[src/logic/bcc_params.svh]
`ifndef BCC_PARAMS_SVH
`define BCC_PARAMS_SVH

// Register byte offsets
`define BCC_OFF_POLICY      8'h00
`define BCC_OFF_RES_OHMS    8'h04
`define BCC_OFF_MAX_POWER   8'h08
`define BCC_OFF_DECAY       8'h0C
`define BCC_OFF_INV_MASK    8'h10
`define BCC_OFF_POS_SRC     8'h14
`define BCC_OFF_STATUS      8'h18
`define BCC_OFF_CONTROL     8'h1C

// Reset values
`define BCC_RST_POLICY      16'h0002
`define BCC_RST_RES_OHMS    16'h0000
`define BCC_RST_MAX_POWER   16'h0000
`define BCC_RST_DECAY       16'h0032
`define BCC_RST_INV_MASK    16'h0000
`define BCC_RST_POS_SRC     16'h0000
`define BCC_RST_CONTROL     16'h0000

// Legal maxima
`define BCC_MAX_POLICY      16'h0003
`define BCC_MAX_DECAY       16'h0064
`define BCC_MAX_INV_MASK    16'h0007
`define BCC_MAX_POS_SRC     16'h0006
`define BCC_MAX_MAX_POWER   16'h7FFF

// Field positions
`define BCC_INV_POS_BIT     0
`define BCC_INV_SPD_BIT     1
`define BCC_INV_TRQ_BIT     2
`define BCC_ST_BRAKE_BIT    0
`define BCC_ST_OVF_BIT      1
`define BCC_ST_HOT_BIT      2
`define BCC_ST_OVLIM_BIT    3
`define BCC_CTL_HICLASS_BIT 0

// Braking limits in volts
`define BCC_BRAKE_LIM_LO_V  16'd380
`define BCC_BRAKE_LIM_HI_V  16'd680

// Thermal model timing
`define BCC_CLK_PERIOD_NS   8
`define BCC_TICK_NS         1000000
`define BCC_DECAY_FULL_MS   10000
`define BCC_DECAY_PCT_FULL  100

`endif

[src/logic/bcc_pkg.sv]
package bcc_pkg;

  typedef enum logic [1:0] {
    BCC_POL_NEVER = 2'h0,
    BCC_POL_DECEL = 2'h1,
    BCC_POL_ANY   = 2'h2,
    BCC_POL_REGEN = 2'h3
  } bcc_policy_t;

  typedef enum logic [2:0] {
    BCC_SRC_PULSE   = 3'h0,
    BCC_SRC_PLAN    = 3'h1,
    BCC_SRC_SWITCH  = 3'h2,
    BCC_SRC_ENC2    = 3'h3,
    BCC_SRC_PULSE_P = 3'h4,
    BCC_SRC_LABEL   = 3'h5,
    BCC_SRC_SINE    = 3'h6
  } bcc_src_t;

  typedef logic signed [31:0] bcc_cmd_t;

endpackage

[src/logic/bcc_heat_model.sv]
`timescale 1ns/1ps
`include "bcc_params.svh"

module bcc_heat_model #(
  parameter int TICK_CYC = `BCC_TICK_NS / `BCC_CLK_PERIOD_NS
) (
  // Clock and reset
  input  wire logic        clock,
  input  wire logic        arst_n,
  // Model inputs
  input  wire logic        brake_on,
  input  wire logic [15:0] max_power,
  input  wire logic [6:0]  decay_pct,
  // Model outputs
  output logic      [23:0] heat,
  output logic             overheat
);
  import bcc_pkg::*;

  // Heat kept in hundredths so a 1% coefficient still decays each tick
  localparam logic [23:0] HEAT_MAX = 24'(`BCC_DECAY_FULL_MS * `BCC_DECAY_PCT_FULL);

  logic [31:0] tick_cnt_r;
  logic [31:0] tick_cnt_nxt;
  logic [23:0] heat_r;
  logic [23:0] heat_nxt;
  logic [24:0] sum;

  always_comb begin
    tick_cnt_nxt = tick_cnt_r + 32'h00000001;
    heat_nxt     = heat_r;
    sum          = 25'h0000000;
    if (tick_cnt_r >= 32'(TICK_CYC - 1)) begin
      tick_cnt_nxt = 32'h00000000;
      if (brake_on) begin
        sum = {1'b0, heat_r} + {9'h000, max_power};
      end else if (heat_r > {17'h00000, decay_pct}) begin
        sum = {1'b0, heat_r} - {18'h00000, decay_pct};
      end
      // Saturate; full coefficient empties HEAT_MAX in 10 s of 1 ms ticks
      heat_nxt = (sum > {1'b0, HEAT_MAX}) ? HEAT_MAX : sum[23:0];
    end
  end

  always_ff @(posedge clock or negedge arst_n) begin
    if (!arst_n) begin
      tick_cnt_r <= 32'h00000000;
      heat_r     <= 24'h000000;
    end else begin
      tick_cnt_r <= tick_cnt_nxt;
      heat_r     <= heat_nxt;
    end
  end

  assign heat     = heat_r;
  assign overheat = (heat_r == HEAT_MAX);

endmodule

[src/logic/bcc_top.sv]
// The implementer's own choices: the address map and register access over APB.
`timescale 1ns/1ps
`include "bcc_params.svh"

module bcc_top #(
  parameter logic [15:0] OV_FAULT_LO_V = 16'd420,
  parameter logic [15:0] OV_FAULT_HI_V = 16'd760,
  parameter int          TICK_CYC      = `BCC_TICK_NS / `BCC_CLK_PERIOD_NS
) (
  // Clock and reset
  input  wire logic                 clock,
  input  wire logic                 arst_n,
  // APB slave
  input  wire logic                 psel,
  input  wire logic                 penable,
  input  wire logic                 pwrite,
  input  wire logic [7:0]           paddr,
  input  wire logic [31:0]          pwdata,
  output logic      [31:0]          prdata,
  output logic                      pready,
  output logic                      pslverr,
  // Bus sensing and motion state
  input  wire logic [15:0]          bus_volt,
  input  wire logic                 decelerating,
  input  wire logic                 regen_active,
  // Input function bits
  input  wire logic                 position_inhibit_in,
  input  wire logic                 position_reverse_in,
  input  wire logic                 position_source_switch_in,
  // Command sources
  input  wire bcc_pkg::bcc_cmd_t    plan_cmd,
  input  wire bcc_pkg::bcc_cmd_t    enc2_cmd,
  input  wire bcc_pkg::bcc_cmd_t    label_cmd,
  input  wire bcc_pkg::bcc_cmd_t    sine_cmd,
  input  wire bcc_pkg::bcc_cmd_t    speed_cmd,
  input  wire bcc_pkg::bcc_cmd_t    torque_cmd,
  // Conditioned commands
  output bcc_pkg::bcc_cmd_t         pos_cmd_out,
  output bcc_pkg::bcc_cmd_t         speed_cmd_out,
  output bcc_pkg::bcc_cmd_t         torque_cmd_out,
  // Power stage
  output logic                      brake_on,
  output logic                      ov_fault,
  output logic                      resistor_overheat
);
  import bcc_pkg::*;

  ////////////////////////////////////////////////////////////////////////////
  // Register file

  logic [15:0] policy_r,    policy_nxt;
  logic [15:0] res_ohms_r,  res_ohms_nxt;
  logic [15:0] max_pwr_r,   max_pwr_nxt;
  logic [15:0] decay_r,     decay_nxt;
  logic [15:0] inv_mask_r,  inv_mask_nxt;
  logic [15:0] pos_src_r,   pos_src_nxt;
  logic [15:0] control_r,   control_nxt;
  logic [31:0] prdata_r,    prdata_nxt;
  logic        pslverr_r,   pslverr_nxt;
  logic        ov_fault_r,  ov_fault_nxt;
  logic        brake_r,     brake_nxt;

  logic        wr_en;
  logic        rd_setup;
  logic        addr_ok;
  logic [15:0] wdat;
  logic [15:0] status;
  logic        ov_clear;
  logic [23:0] heat;
  logic        overheat;

  assign wr_en    = psel & penable & pwrite;
  assign rd_setup = psel & ~penable;
  assign wdat     = pwdata[15:0];

  always_comb begin
    case (paddr)
      `BCC_OFF_POLICY, `BCC_OFF_RES_OHMS, `BCC_OFF_MAX_POWER, `BCC_OFF_DECAY,
      `BCC_OFF_INV_MASK, `BCC_OFF_POS_SRC, `BCC_OFF_STATUS,
      `BCC_OFF_CONTROL: addr_ok = 1'b1;
      default:          addr_ok = 1'b0;
    endcase
  end

  // Out-of-range writes are dropped so settings stay within the legal set
  always_comb begin
    policy_nxt   = policy_r;
    res_ohms_nxt = res_ohms_r;
    max_pwr_nxt  = max_pwr_r;
    decay_nxt    = decay_r;
    inv_mask_nxt = inv_mask_r;
    pos_src_nxt  = pos_src_r;
    control_nxt  = control_r;
    ov_clear     = 1'b0;
    if (wr_en) begin
      case (paddr)
        `BCC_OFF_POLICY: begin
          if (wdat <= `BCC_MAX_POLICY) begin
            policy_nxt = wdat;
          end
        end
        `BCC_OFF_RES_OHMS: begin
          res_ohms_nxt = wdat;
        end
        `BCC_OFF_MAX_POWER: begin
          // Tenths of a kilowatt; codes past the cap would overstate the rating
          if (wdat <= `BCC_MAX_MAX_POWER) begin
            max_pwr_nxt = wdat;
          end
        end
        `BCC_OFF_DECAY: begin
          if (wdat <= `BCC_MAX_DECAY) begin
            decay_nxt = wdat;
          end
        end
        `BCC_OFF_INV_MASK: begin
          if (wdat <= `BCC_MAX_INV_MASK) begin
            inv_mask_nxt = wdat;
          end
        end
        `BCC_OFF_POS_SRC: begin
          if (wdat <= `BCC_MAX_POS_SRC) begin
            pos_src_nxt = wdat;
          end
        end
        `BCC_OFF_STATUS: begin
          ov_clear = wdat[`BCC_ST_OVF_BIT];
        end
        `BCC_OFF_CONTROL: begin
          control_nxt = {15'h0000, wdat[`BCC_CTL_HICLASS_BIT]};
        end
        default: begin
          ov_clear = 1'b0;
        end
      endcase
    end
  end

  // Read data and error captured in the setup cycle; access needs no wait
  always_comb begin
    prdata_nxt  = prdata_r;
    pslverr_nxt = pslverr_r;
    if (rd_setup) begin
      pslverr_nxt = ~addr_ok;
      case (paddr)
        `BCC_OFF_POLICY:    prdata_nxt = {16'h0000, policy_r};
        `BCC_OFF_RES_OHMS:  prdata_nxt = {16'h0000, res_ohms_r};
        `BCC_OFF_MAX_POWER: prdata_nxt = {16'h0000, max_pwr_r};
        `BCC_OFF_DECAY:     prdata_nxt = {16'h0000, decay_r};
        `BCC_OFF_INV_MASK:  prdata_nxt = {16'h0000, inv_mask_r};
        `BCC_OFF_POS_SRC:   prdata_nxt = {16'h0000, pos_src_r};
        `BCC_OFF_STATUS:    prdata_nxt = {heat[23:8], status};
        `BCC_OFF_CONTROL:   prdata_nxt = {16'h0000, control_r};
        default:            prdata_nxt = 32'h00000000;
      endcase
    end
  end

  always_ff @(posedge clock or negedge arst_n) begin
    if (!arst_n) begin
      policy_r   <= `BCC_RST_POLICY;
      res_ohms_r <= `BCC_RST_RES_OHMS;
      max_pwr_r  <= `BCC_RST_MAX_POWER;
      decay_r    <= `BCC_RST_DECAY;
      inv_mask_r <= `BCC_RST_INV_MASK;
      pos_src_r  <= `BCC_RST_POS_SRC;
      control_r  <= `BCC_RST_CONTROL;
      prdata_r   <= 32'h00000000;
      pslverr_r  <= 1'b0;
    end else begin
      policy_r   <= policy_nxt;
      res_ohms_r <= res_ohms_nxt;
      max_pwr_r  <= max_pwr_nxt;
      decay_r    <= decay_nxt;
      inv_mask_r <= inv_mask_nxt;
      pos_src_r  <= pos_src_nxt;
      control_r  <= control_nxt;
      prdata_r   <= prdata_nxt;
      pslverr_r  <= pslverr_nxt;
    end
  end

  assign prdata  = prdata_r;
  // No wait states; every access ends in its first access cycle
  assign pready  = 1'b1;
  assign pslverr = psel & penable & pslverr_r;

  ////////////////////////////////////////////////////////////////////////////
  // Braking decision and overvoltage fault

  logic        hi_class;
  logic [15:0] brake_lim;
  logic [15:0] ov_lim;
  logic        over_lim;
  bcc_policy_t policy;

  assign hi_class  = control_r[`BCC_CTL_HICLASS_BIT];
  assign brake_lim = hi_class ? `BCC_BRAKE_LIM_HI_V : `BCC_BRAKE_LIM_LO_V;
  // Fault threshold sits above the braking limit so braking acts first
  assign ov_lim    = hi_class ? OV_FAULT_HI_V : OV_FAULT_LO_V;
  assign over_lim  = (bus_volt > brake_lim);
  assign policy    = bcc_policy_t'(policy_r[1:0]);

  always_comb begin
    // Re-evaluated every cycle, so the brake drops the cycle after cause ends
    case (policy)
      BCC_POL_NEVER: brake_nxt = 1'b0;
      BCC_POL_DECEL: brake_nxt = over_lim & decelerating;
      BCC_POL_ANY:   brake_nxt = over_lim;
      BCC_POL_REGEN: brake_nxt = over_lim & regen_active;
      default:       brake_nxt = 1'b0;
    endcase
  end

  // Sticky fault; a new overvoltage wins over a clear in the same cycle
  always_comb begin
    ov_fault_nxt = ov_fault_r;
    if (ov_clear) begin
      ov_fault_nxt = 1'b0;
    end
    if (bus_volt > ov_lim) begin
      ov_fault_nxt = 1'b1;
    end
  end

  always_ff @(posedge clock or negedge arst_n) begin
    if (!arst_n) begin
      brake_r    <= 1'b0;
      ov_fault_r <= 1'b0;
    end else begin
      brake_r    <= brake_nxt;
      ov_fault_r <= ov_fault_nxt;
    end
  end

  assign brake_on = brake_r;
  assign ov_fault = ov_fault_r;

  // Fed from the registered brake so the model matches the pin exactly
  bcc_heat_model #(
    .TICK_CYC (TICK_CYC)
  ) u_heat (
    .clock     (clock),
    .arst_n    (arst_n),
    .brake_on  (brake_r),
    .max_power (max_pwr_r),
    .decay_pct (decay_r[6:0]),
    .heat      (heat),
    .overheat  (overheat)
  );

  assign resistor_overheat = overheat;

  always_comb begin
    status                      = 16'h0000;
    status[`BCC_ST_BRAKE_BIT]   = brake_r;
    status[`BCC_ST_OVF_BIT]     = ov_fault_r;
    status[`BCC_ST_HOT_BIT]     = overheat;
    status[`BCC_ST_OVLIM_BIT]   = over_lim;
  end

  ////////////////////////////////////////////////////////////////////////////
  // Command conditioning

  bcc_cmd_t pos_sel;
  bcc_cmd_t pos_stage;
  bcc_cmd_t pos_nxt,   pos_r;
  bcc_cmd_t spd_nxt,   spd_r;
  bcc_cmd_t trq_nxt,   trq_r;
  bcc_cmd_t pulse_cmd;
  bcc_src_t src;

  // Variant has no pulse input, pulse term is constant zero
  assign pulse_cmd = 32'sh00000000;
  assign src       = bcc_src_t'(pos_src_r[2:0]);

  always_comb begin
    case (src)
      BCC_SRC_PULSE:   pos_sel = pulse_cmd;
      BCC_SRC_PLAN:    pos_sel = plan_cmd;
      BCC_SRC_SWITCH:  pos_sel = position_source_switch_in ? plan_cmd : pulse_cmd;
      BCC_SRC_ENC2:    pos_sel = pulse_cmd + enc2_cmd;
      BCC_SRC_PULSE_P: pos_sel = pulse_cmd + plan_cmd;
      BCC_SRC_LABEL:   pos_sel = label_cmd;
      BCC_SRC_SINE:    pos_sel = sine_cmd;
      default:         pos_sel = pulse_cmd;
    endcase
  end

  always_comb begin
    pos_stage = pos_sel;
    if (inv_mask_r[`BCC_INV_POS_BIT]) begin
      pos_stage = -pos_stage;
    end
    // Reverse after the mask, so both together restore the sign
    if (position_reverse_in) begin
      pos_stage = -pos_stage;
    end
    pos_nxt = position_inhibit_in ? 32'sh00000000 : pos_stage;
    spd_nxt = inv_mask_r[`BCC_INV_SPD_BIT] ? -speed_cmd : speed_cmd;
    trq_nxt = inv_mask_r[`BCC_INV_TRQ_BIT] ? -torque_cmd : torque_cmd;
  end

  always_ff @(posedge clock or negedge arst_n) begin
    if (!arst_n) begin
      pos_r <= 32'sh00000000;
      spd_r <= 32'sh00000000;
      trq_r <= 32'sh00000000;
    end else begin
      pos_r <= pos_nxt;
      spd_r <= spd_nxt;
      trq_r <= trq_nxt;
    end
  end

  assign pos_cmd_out    = pos_r;
  assign speed_cmd_out  = spd_r;
  assign torque_cmd_out = trq_r;

endmodule

[config.mk]
export PLATFORM = sky130hd
export DESIGN_NAME = bcc_top
export DESIGN_NICKNAME = d
export VERILOG_FILES = /design/src/logic/bcc_pkg.sv /design/src/logic/bcc_heat_model.sv /design/src/logic/bcc_top.sv
export VERILOG_INCLUDE_DIRS = /design/src /design/src/logic
export SDC_FILE = /design/constraint.sdc
export NUM_CORES = 1
export LEC_CHECK = 0
export BUFFER_PORTS_ARGS = -buffer_cell sky130_fd_sc_hd__buf_2
export CORE_MARGIN = 3
export CORE_UTILIZATION = 54
export DETAILED_ROUTE_END_ITERATION = 10
export GPL_ROUTABILITY_DRIVEN = 0
export PLACE_DENSITY = 0.88
export SLEW_MARGIN = 20
export SYNTH_ARGS = -nofsm -noshare
export SYNTH_HDL_FRONTEND = slang
export SYNTH_SLANG_ARGS = --single-unit
[constraint.sdc]
create_clock -name clock -period 11.2 [get_ports clock]
set_input_delay 1.68 -clock clock [delete_from_list [all_inputs] [get_ports clock]]
set_output_delay 1.68 -clock clock [all_outputs]
set_load 0.02 [all_outputs]
# Yosys cells after proc, flatten, opt, wreduce, memory -nomap -nowiden
# Memory sizes are Yosys's and may differ from the RTL's.
# Cells that the tools add are included.
# totals
n_memories	1
rom_bits	32
in_bits	258
ff_bits	284
wordCells	92
# mem_list
memory	depth	width	rd	rd_clocked_by_memory_dff	write_ports	line	text
(name not given)	32	1	1	0	0	bcc_top.sv:77	case (paddr)
# classes
mux	21
n_addsub	7
n_lt_le_gt_ge	10
eq_ne	17
bitwise_logic	8
reduce_logical	12
# ops
op	count
32-bit case mux with 8 select lines	1
32-bit two-way mux	7
32-bit case mux with 5 select lines	1
32-bit negator	4
25-bit two-way mux	3
32-bit by 1-bit adder with 32-bit output, second input constant	1
8-bit by 5-bit == test with 1-bit output, second input constant	4
32-bit by 17-bit greater-or-equal comparator with 1-bit output, second input constant	1
16-bit by 10-bit > comparator with 1-bit output	2
16-bit by 3-bit less-or-equal comparator with 1-bit output, second input constant	2
24-bit by 16-bit adder with 25-bit output	1
25-bit by 20-bit > comparator with 1-bit output, second input constant	1
24-bit by 7-bit subtractor with 25-bit output	1
24-bit by 20-bit == test with 1-bit output, second input constant	1
24-bit by 7-bit > comparator with 1-bit output	1
24-bit two-way mux	1
10-bit two-way mux	2
8-bit by 4-bit == test with 1-bit output, second input constant	2
16-bit by 15-bit less-or-equal comparator with 1-bit output, second input constant	1
16-bit by 2-bit less-or-equal comparator with 1-bit output, second input constant	1
16-bit by 7-bit less-or-equal comparator with 1-bit output, second input constant	1
3-bit AND reduction	5
3-bit == test, second input constant	3
8-bit by 3-bit == test with 1-bit output, second input constant	1
14 further kinds	27

# Logic depth before layout (Yosys ltp)
# depth
word_depth	8
ltp_mapped	20

# By module
# From an unflattened synthesis, not the netlist that was laid out.
# unflattened
hier_cells	1793
area_unflattened_um2	17215.3
# modules_own_cells
module	cells_each	seq_area_each_um2	instances	area_each_um2
bcc_top	1284	5710.5	1	12869.8
bcc_heat_model	509	1401.3	1	4345.4

# Worst setup path after synthesis
# OpenSTA, ideal clock, no wires.
# synth_timing
kind	input-to-reg
start	input port position_source_switch_in
end	register pos_r[26], in the netlist pos_cmd_out[26]
cell_stages	18
setup_slack_ps	5616
t_arrival_ps	5480
required_time_ps	11096
path_cell_list	nand3b_2 -> a31oi_2 -> buf_6 -> buf_2 -> buf_2 -> buf_2 -> a21oi_1 -> ha_1 -> inv_1 -> a211oi_2 -> nand3_1 -> buf_2 -> nand4b_1 -> a2111o_1 -> a211oi_2 -> nand2_1 -> or4_1 -> o311ai_1
# synth_between
elab_chain_len	7
# synth_lines
item	line	text
start: declaration	bcc_top.sv:29	input wire logic position_source_switch_in,
32-bit two-way mux *	bcc_top.sv:281	BCC_SRC_SWITCH: pos_sel = position_source_switch_in ? plan_cmd : pulse_cmd;
32-bit case mux with 5 select lines *	bcc_top.sv:278	case (src)
32-bit negator	bcc_top.sv:293	pos_stage = -pos_stage;
32-bit two-way mux *	bcc_top.sv:292	if (inv_mask_r[`BCC_INV_POS_BIT]) begin
32-bit negator	bcc_top.sv:297	pos_stage = -pos_stage;
32-bit two-way mux *	bcc_top.sv:296	if (position_reverse_in) begin
32-bit two-way mux *	bcc_top.sv:299	pos_nxt = position_inhibit_in ? 32'sh00000000 : pos_stage;
named net pos_nxt[26]	bcc_top.sv:267	bcc_cmd_t pos_nxt, pos_r;
end signal: assignment	bcc_top.sv:310	pos_r <= pos_nxt;
end: declaration	bcc_top.sv:267	
# Mark *: on every way through the listed nets, which the timed path passes. The rest lies on a longest branch.
# A chain may end at the register's enable or synchronous reset.

# Final worst setup path
# layout_timing
start	register pos_src_r[0]
end	register pos_r[26], in the netlist pos_cmd_out[26]
# layout_between
elab_chain_len	8
# layout_lines
item	line	text
start: declaration	bcc_top.sv:56	logic [15:0] pos_src_r, pos_src_nxt;
start signal: assignment	bcc_top.sv:166	pos_src_r <= `BCC_RST_POS_SRC;
start signal: assignment	bcc_top.sv:176	pos_src_r <= pos_src_nxt;
3-bit == test / 3-bit by 1-bit == test with 1-bit output (equally long branches)	bcc_top.sv:278	
2-bit OR reduction (no source line)	-	
32-bit case mux with 5 select lines *	bcc_top.sv:278	
32-bit negator	bcc_top.sv:293	
32-bit two-way mux *	bcc_top.sv:292	
32-bit negator	bcc_top.sv:297	
32-bit two-way mux *	bcc_top.sv:296	
32-bit two-way mux *	bcc_top.sv:299	
named net pos_nxt[26]	bcc_top.sv:267	
# Marked as above.

==> flow_summary.ini <==
[outcome]
run_status = finished, final reports clean

[grt]
first_pass_grt_wire_length_um = 82500
grt_pass1_vias = 15600
grt_use_total_pct = 30.5
grt_overflow_total = 0
grt_antenna_before_repair = 6
grt_start_max_net_pins = 165

[finish]
synth_to_layout_area_growth_pct = 19.1
layoutNonFillerInstCount = 2465
fin_area_um2 = 19800
most-common-layout-cells = buf_2, dfrtp_1, nand2_1
layout_nets = 2347
layout.cells.most_common = buf_2
share_of_cells_above_drive_strength_1_pct = 25.6

[yosys]
syn_area_um2 = 16600
postSynthCellCount = 1715
synth.yosys.seq_area_share_pct = 42.8
postSynthAreaPerCell_um2 = 9.68
dominant_synthesized_flop_cell = dfrtp_1
synth_cell_types = 95
edff_count_synth = 0
yosysWarningCount = 0
ys_async_sr_fraction_pct = 100
ys_ff_latch = 284

[clock_network]
numCtsBuffers = 30
ctsResizeCount = 0
cts_root_buf = clkbuf_16
cts_tree = done
cts.path.max_buffers = 3
postCtsSetupRepairBufs = 0
post_cts_hold_buffer_count = 0
clk_pin_slew_worst_paths_ns = 0.06
later_pin_clock_latency_in_the_skew_report_ns = 0.57
number_of_levels_the_h_tree_was_split_into = 1
cts.sink_count = 284

[critical_path]
crit_path_end_kind = register
worst_reg2reg_path_endpoint = pos_cmd_out[26]$_DFF_PN0_
critPathLaunchType = register
combined_buffer_and_inverter_count_along_the_critical_path = 2
critical-path-max-stage-delay_ns = 0.77
critPathKind = reg2reg
crit_top_cell = a211oi_2
timing.critical_path.cells = buf_4, nand3b_1, o221ai_1, a21oi_1, ha_1, inv_1, a211oi_2, nand3_1, nand4b_1, a2111o_1, a211oi_2, nand2_1, or4_1, o311ai_1
cp_data_arrival_time_ns = 6.27
setup.reg_to_reg.worst_slack_ns = 5.39
cp.required_ns = 11.66
slowest_cell_on_the_critical_path = nand3b_1
crit_fanout = 40
crit_family = simple AND/OR/NAND/NOR gates
r2r_cells = 14
reg2reg_from = pos_src_r[0]$_DFFE_PN0P_

[placement]
dp_cells = 2408
detailed_place_hpwl_um = 38600
portBuffers = 373
post_dp_cell_area_um2 = 18700

[worst_hold_path]
worst_hold_startpoint = prdata[3]$_DFFE_PN0P_
min_delay_path_depth = 2
min_path_type = reg2reg
hold-path-endpoint = prdata[3]$_DFFE_PN0P_

[sta]
report.final.setup_viol = 0
final-hold-violation-count = 0
maxSlewHeadroom_pct = 22.5
rsz0062_at_grt = no
skew_ns = 0.0263
period_needed_ns = 5.81
finalCritPeriodShare_pct = 51.8
worstMarginPinSlew_ns = 1.16
timing.setup.tns_ns = 0
fmaxAchievable_ghz = 0.172
timing_max_transition_violations_final = 0

[floorplanning]
coreArea_um2 = 30000
vertical_die_dimension_um = 181
area_of_the_die_um2 = 32900
fp-row-count = 63
top_level_ports = 391
floorplan.initialDensity_pct = 55.4
die_x_um = 181

[power]
static-leakage-power_nw = 9.30
powerDensity_nw_per_um2 = 139
ir_drop_uv = 113

[route]
wl_per_cell_um = 21.2
route.final.wire_length_um = 52200
via_count = 15800
detail_route.vias_per_cell = 6.41
remaining_drc_errors = 0
detail_route.first_pass.iterations = 9
drtAntennaViolNets = 0
drtIter0Drc = 2164

[run]
maxCapViolCount = 0
worst max-delay path by stage:
| stage | from | end | slack (ns) | cells after the start |
|---|---|---|---|---|
| floorplan | position_source_switch_in | pos_cmd_out[26]$_DFF_PN0_ | 5.62 | 18 |
| global placement | position_source_switch_in | pos_cmd_out[26]$_DFF_PN0_ | 5.21 | 15 |
| detailed placement | position_source_switch_in | pos_cmd_out[26]$_DFF_PN0_ | 5.05 | 15 |
| CTS | pos_src_r[0]$_DFFE_PN0P_ | pos_cmd_out[26]$_DFF_PN0_ | 5.56 | 14 |
| global route | pos_src_r[0]$_DFFE_PN0P_ | pos_cmd_out[26]$_DFF_PN0_ | 5.07 | 14 |
| finish | pos_src_r[0]$_DFFE_PN0P_ | pos_cmd_out[26]$_DFF_PN0_ | 5.39 | 14 |
per-stage QoR:
stage          util, %  setup slack, ns  total power, mW  hold WS (ns)
5_1_grt           66.0             5.07             2.86         0.512
4_1_cts           65.9             5.56             2.74         0.489
2_1_floorplan        -             5.62             1.53         0.454
3_3_place_gp      62.6             5.21             1.72         0.459
3_5_place_dp      62.6             5.05             1.74         0.475
6_report          66.0             5.39             2.75         0.485
cells in the mapped netlist, types with 15 or more instances:
cell	count	area (µm²)
a21o_1	24	180
a21oi_1	54	270
a22o_1	29	254
a22oi_1	45	338
a31oi_1	19	119
and2_1	33	206
clkbuf_1	74	278
dfrtp_1	280	7010
ha_1	37	463
inv_1	58	218
mux2_2	41	462
nand2_1	137	514
nand2b_1	15	93.8
nand3_1	31	155
nand4_1	20	125
nand4b_1	24	210
nor2_1	114	428
nor2b_1	48	300
nor3_1	31	155
nor4_1	16	100
o21ai_0	85	425
o221ai_1	17	149
o31ai_1	30	225
o41ai_1	18	158
or3_1	28	175
or4_1	19	143
xnor2_1	105	920
xor2_1	35	307
report_power, final:
part	internal [mW]	total, mW	leakage [nW]	switching, mW
Sequential	1.08	1.19	3.67	0.101
Combinational	0.224	0.561	5.14	0.336
Clock	0.583	1.00	0.494	0.421
Total	1.89	2.75	9.30	0.859
logic make-up (layout without fill, tap and decap cells):
family                   count (synthesis)  in the layout  share of synthesized area (%)
AND/OR/NAND/NOR                        576            576                           18.6
AO/OA/AOI/OAI                          463            463                           20.6
flip-flops                             284            284                           42.8
buffers and inverters                  159            504                           3.99
XOR/XNOR                               141            141                           7.48
multiplexers                            51             51                           3.38
adder cells (fa/ha/maj)                 39             39                           3.03
other                                    2             17                         0.0452
tightest hold or removal path, delay by kind of cell, from the launching register on:
| family | cells | cell delay, ns |
|---|---|---|
| AOI/OAI and AO/OA | 1 | 0.06 |
| and+or+nand+nor | 1 | 0.05 |
| DFF | 1 | 0.34 |
flip-flops by register name (all words and copies together), names as in the netlist:
name and flops:
control_r 1, ov_fault 1, policy_r 16, prdata 32
brake_on 1, pos_src_r 16, torque_cmd_out 32, res_ohms_r 16
pslverr_r 1, inv_mask_r 16, pos_cmd_out 32, u_heat.heat 24
decay_r 16, u_heat.tick_cnt_r 32, max_pwr_r 16, speed_cmd_out 32
final cells by class:
class                      count  area, µm²
multi-input combinational   1286       8920
clock buffer                  42        897
clock inverter                14        116
tap                          390        488
inverter                      59        221
sequential                   284       7110
fill                        2363      10200
timing repair buffer         389       2010
antenna                        1       2.50
layer usage:
metal  GRT usage (%)  up-vias  wire [µm]
li1                -     7007          -
met1            39.7     7592      19600
met2            51.6     1027      25200
met3            5.96      174       5460
met4            10.1       10       1780
met5               0        -         66
(Power assumes the default switching activity.)
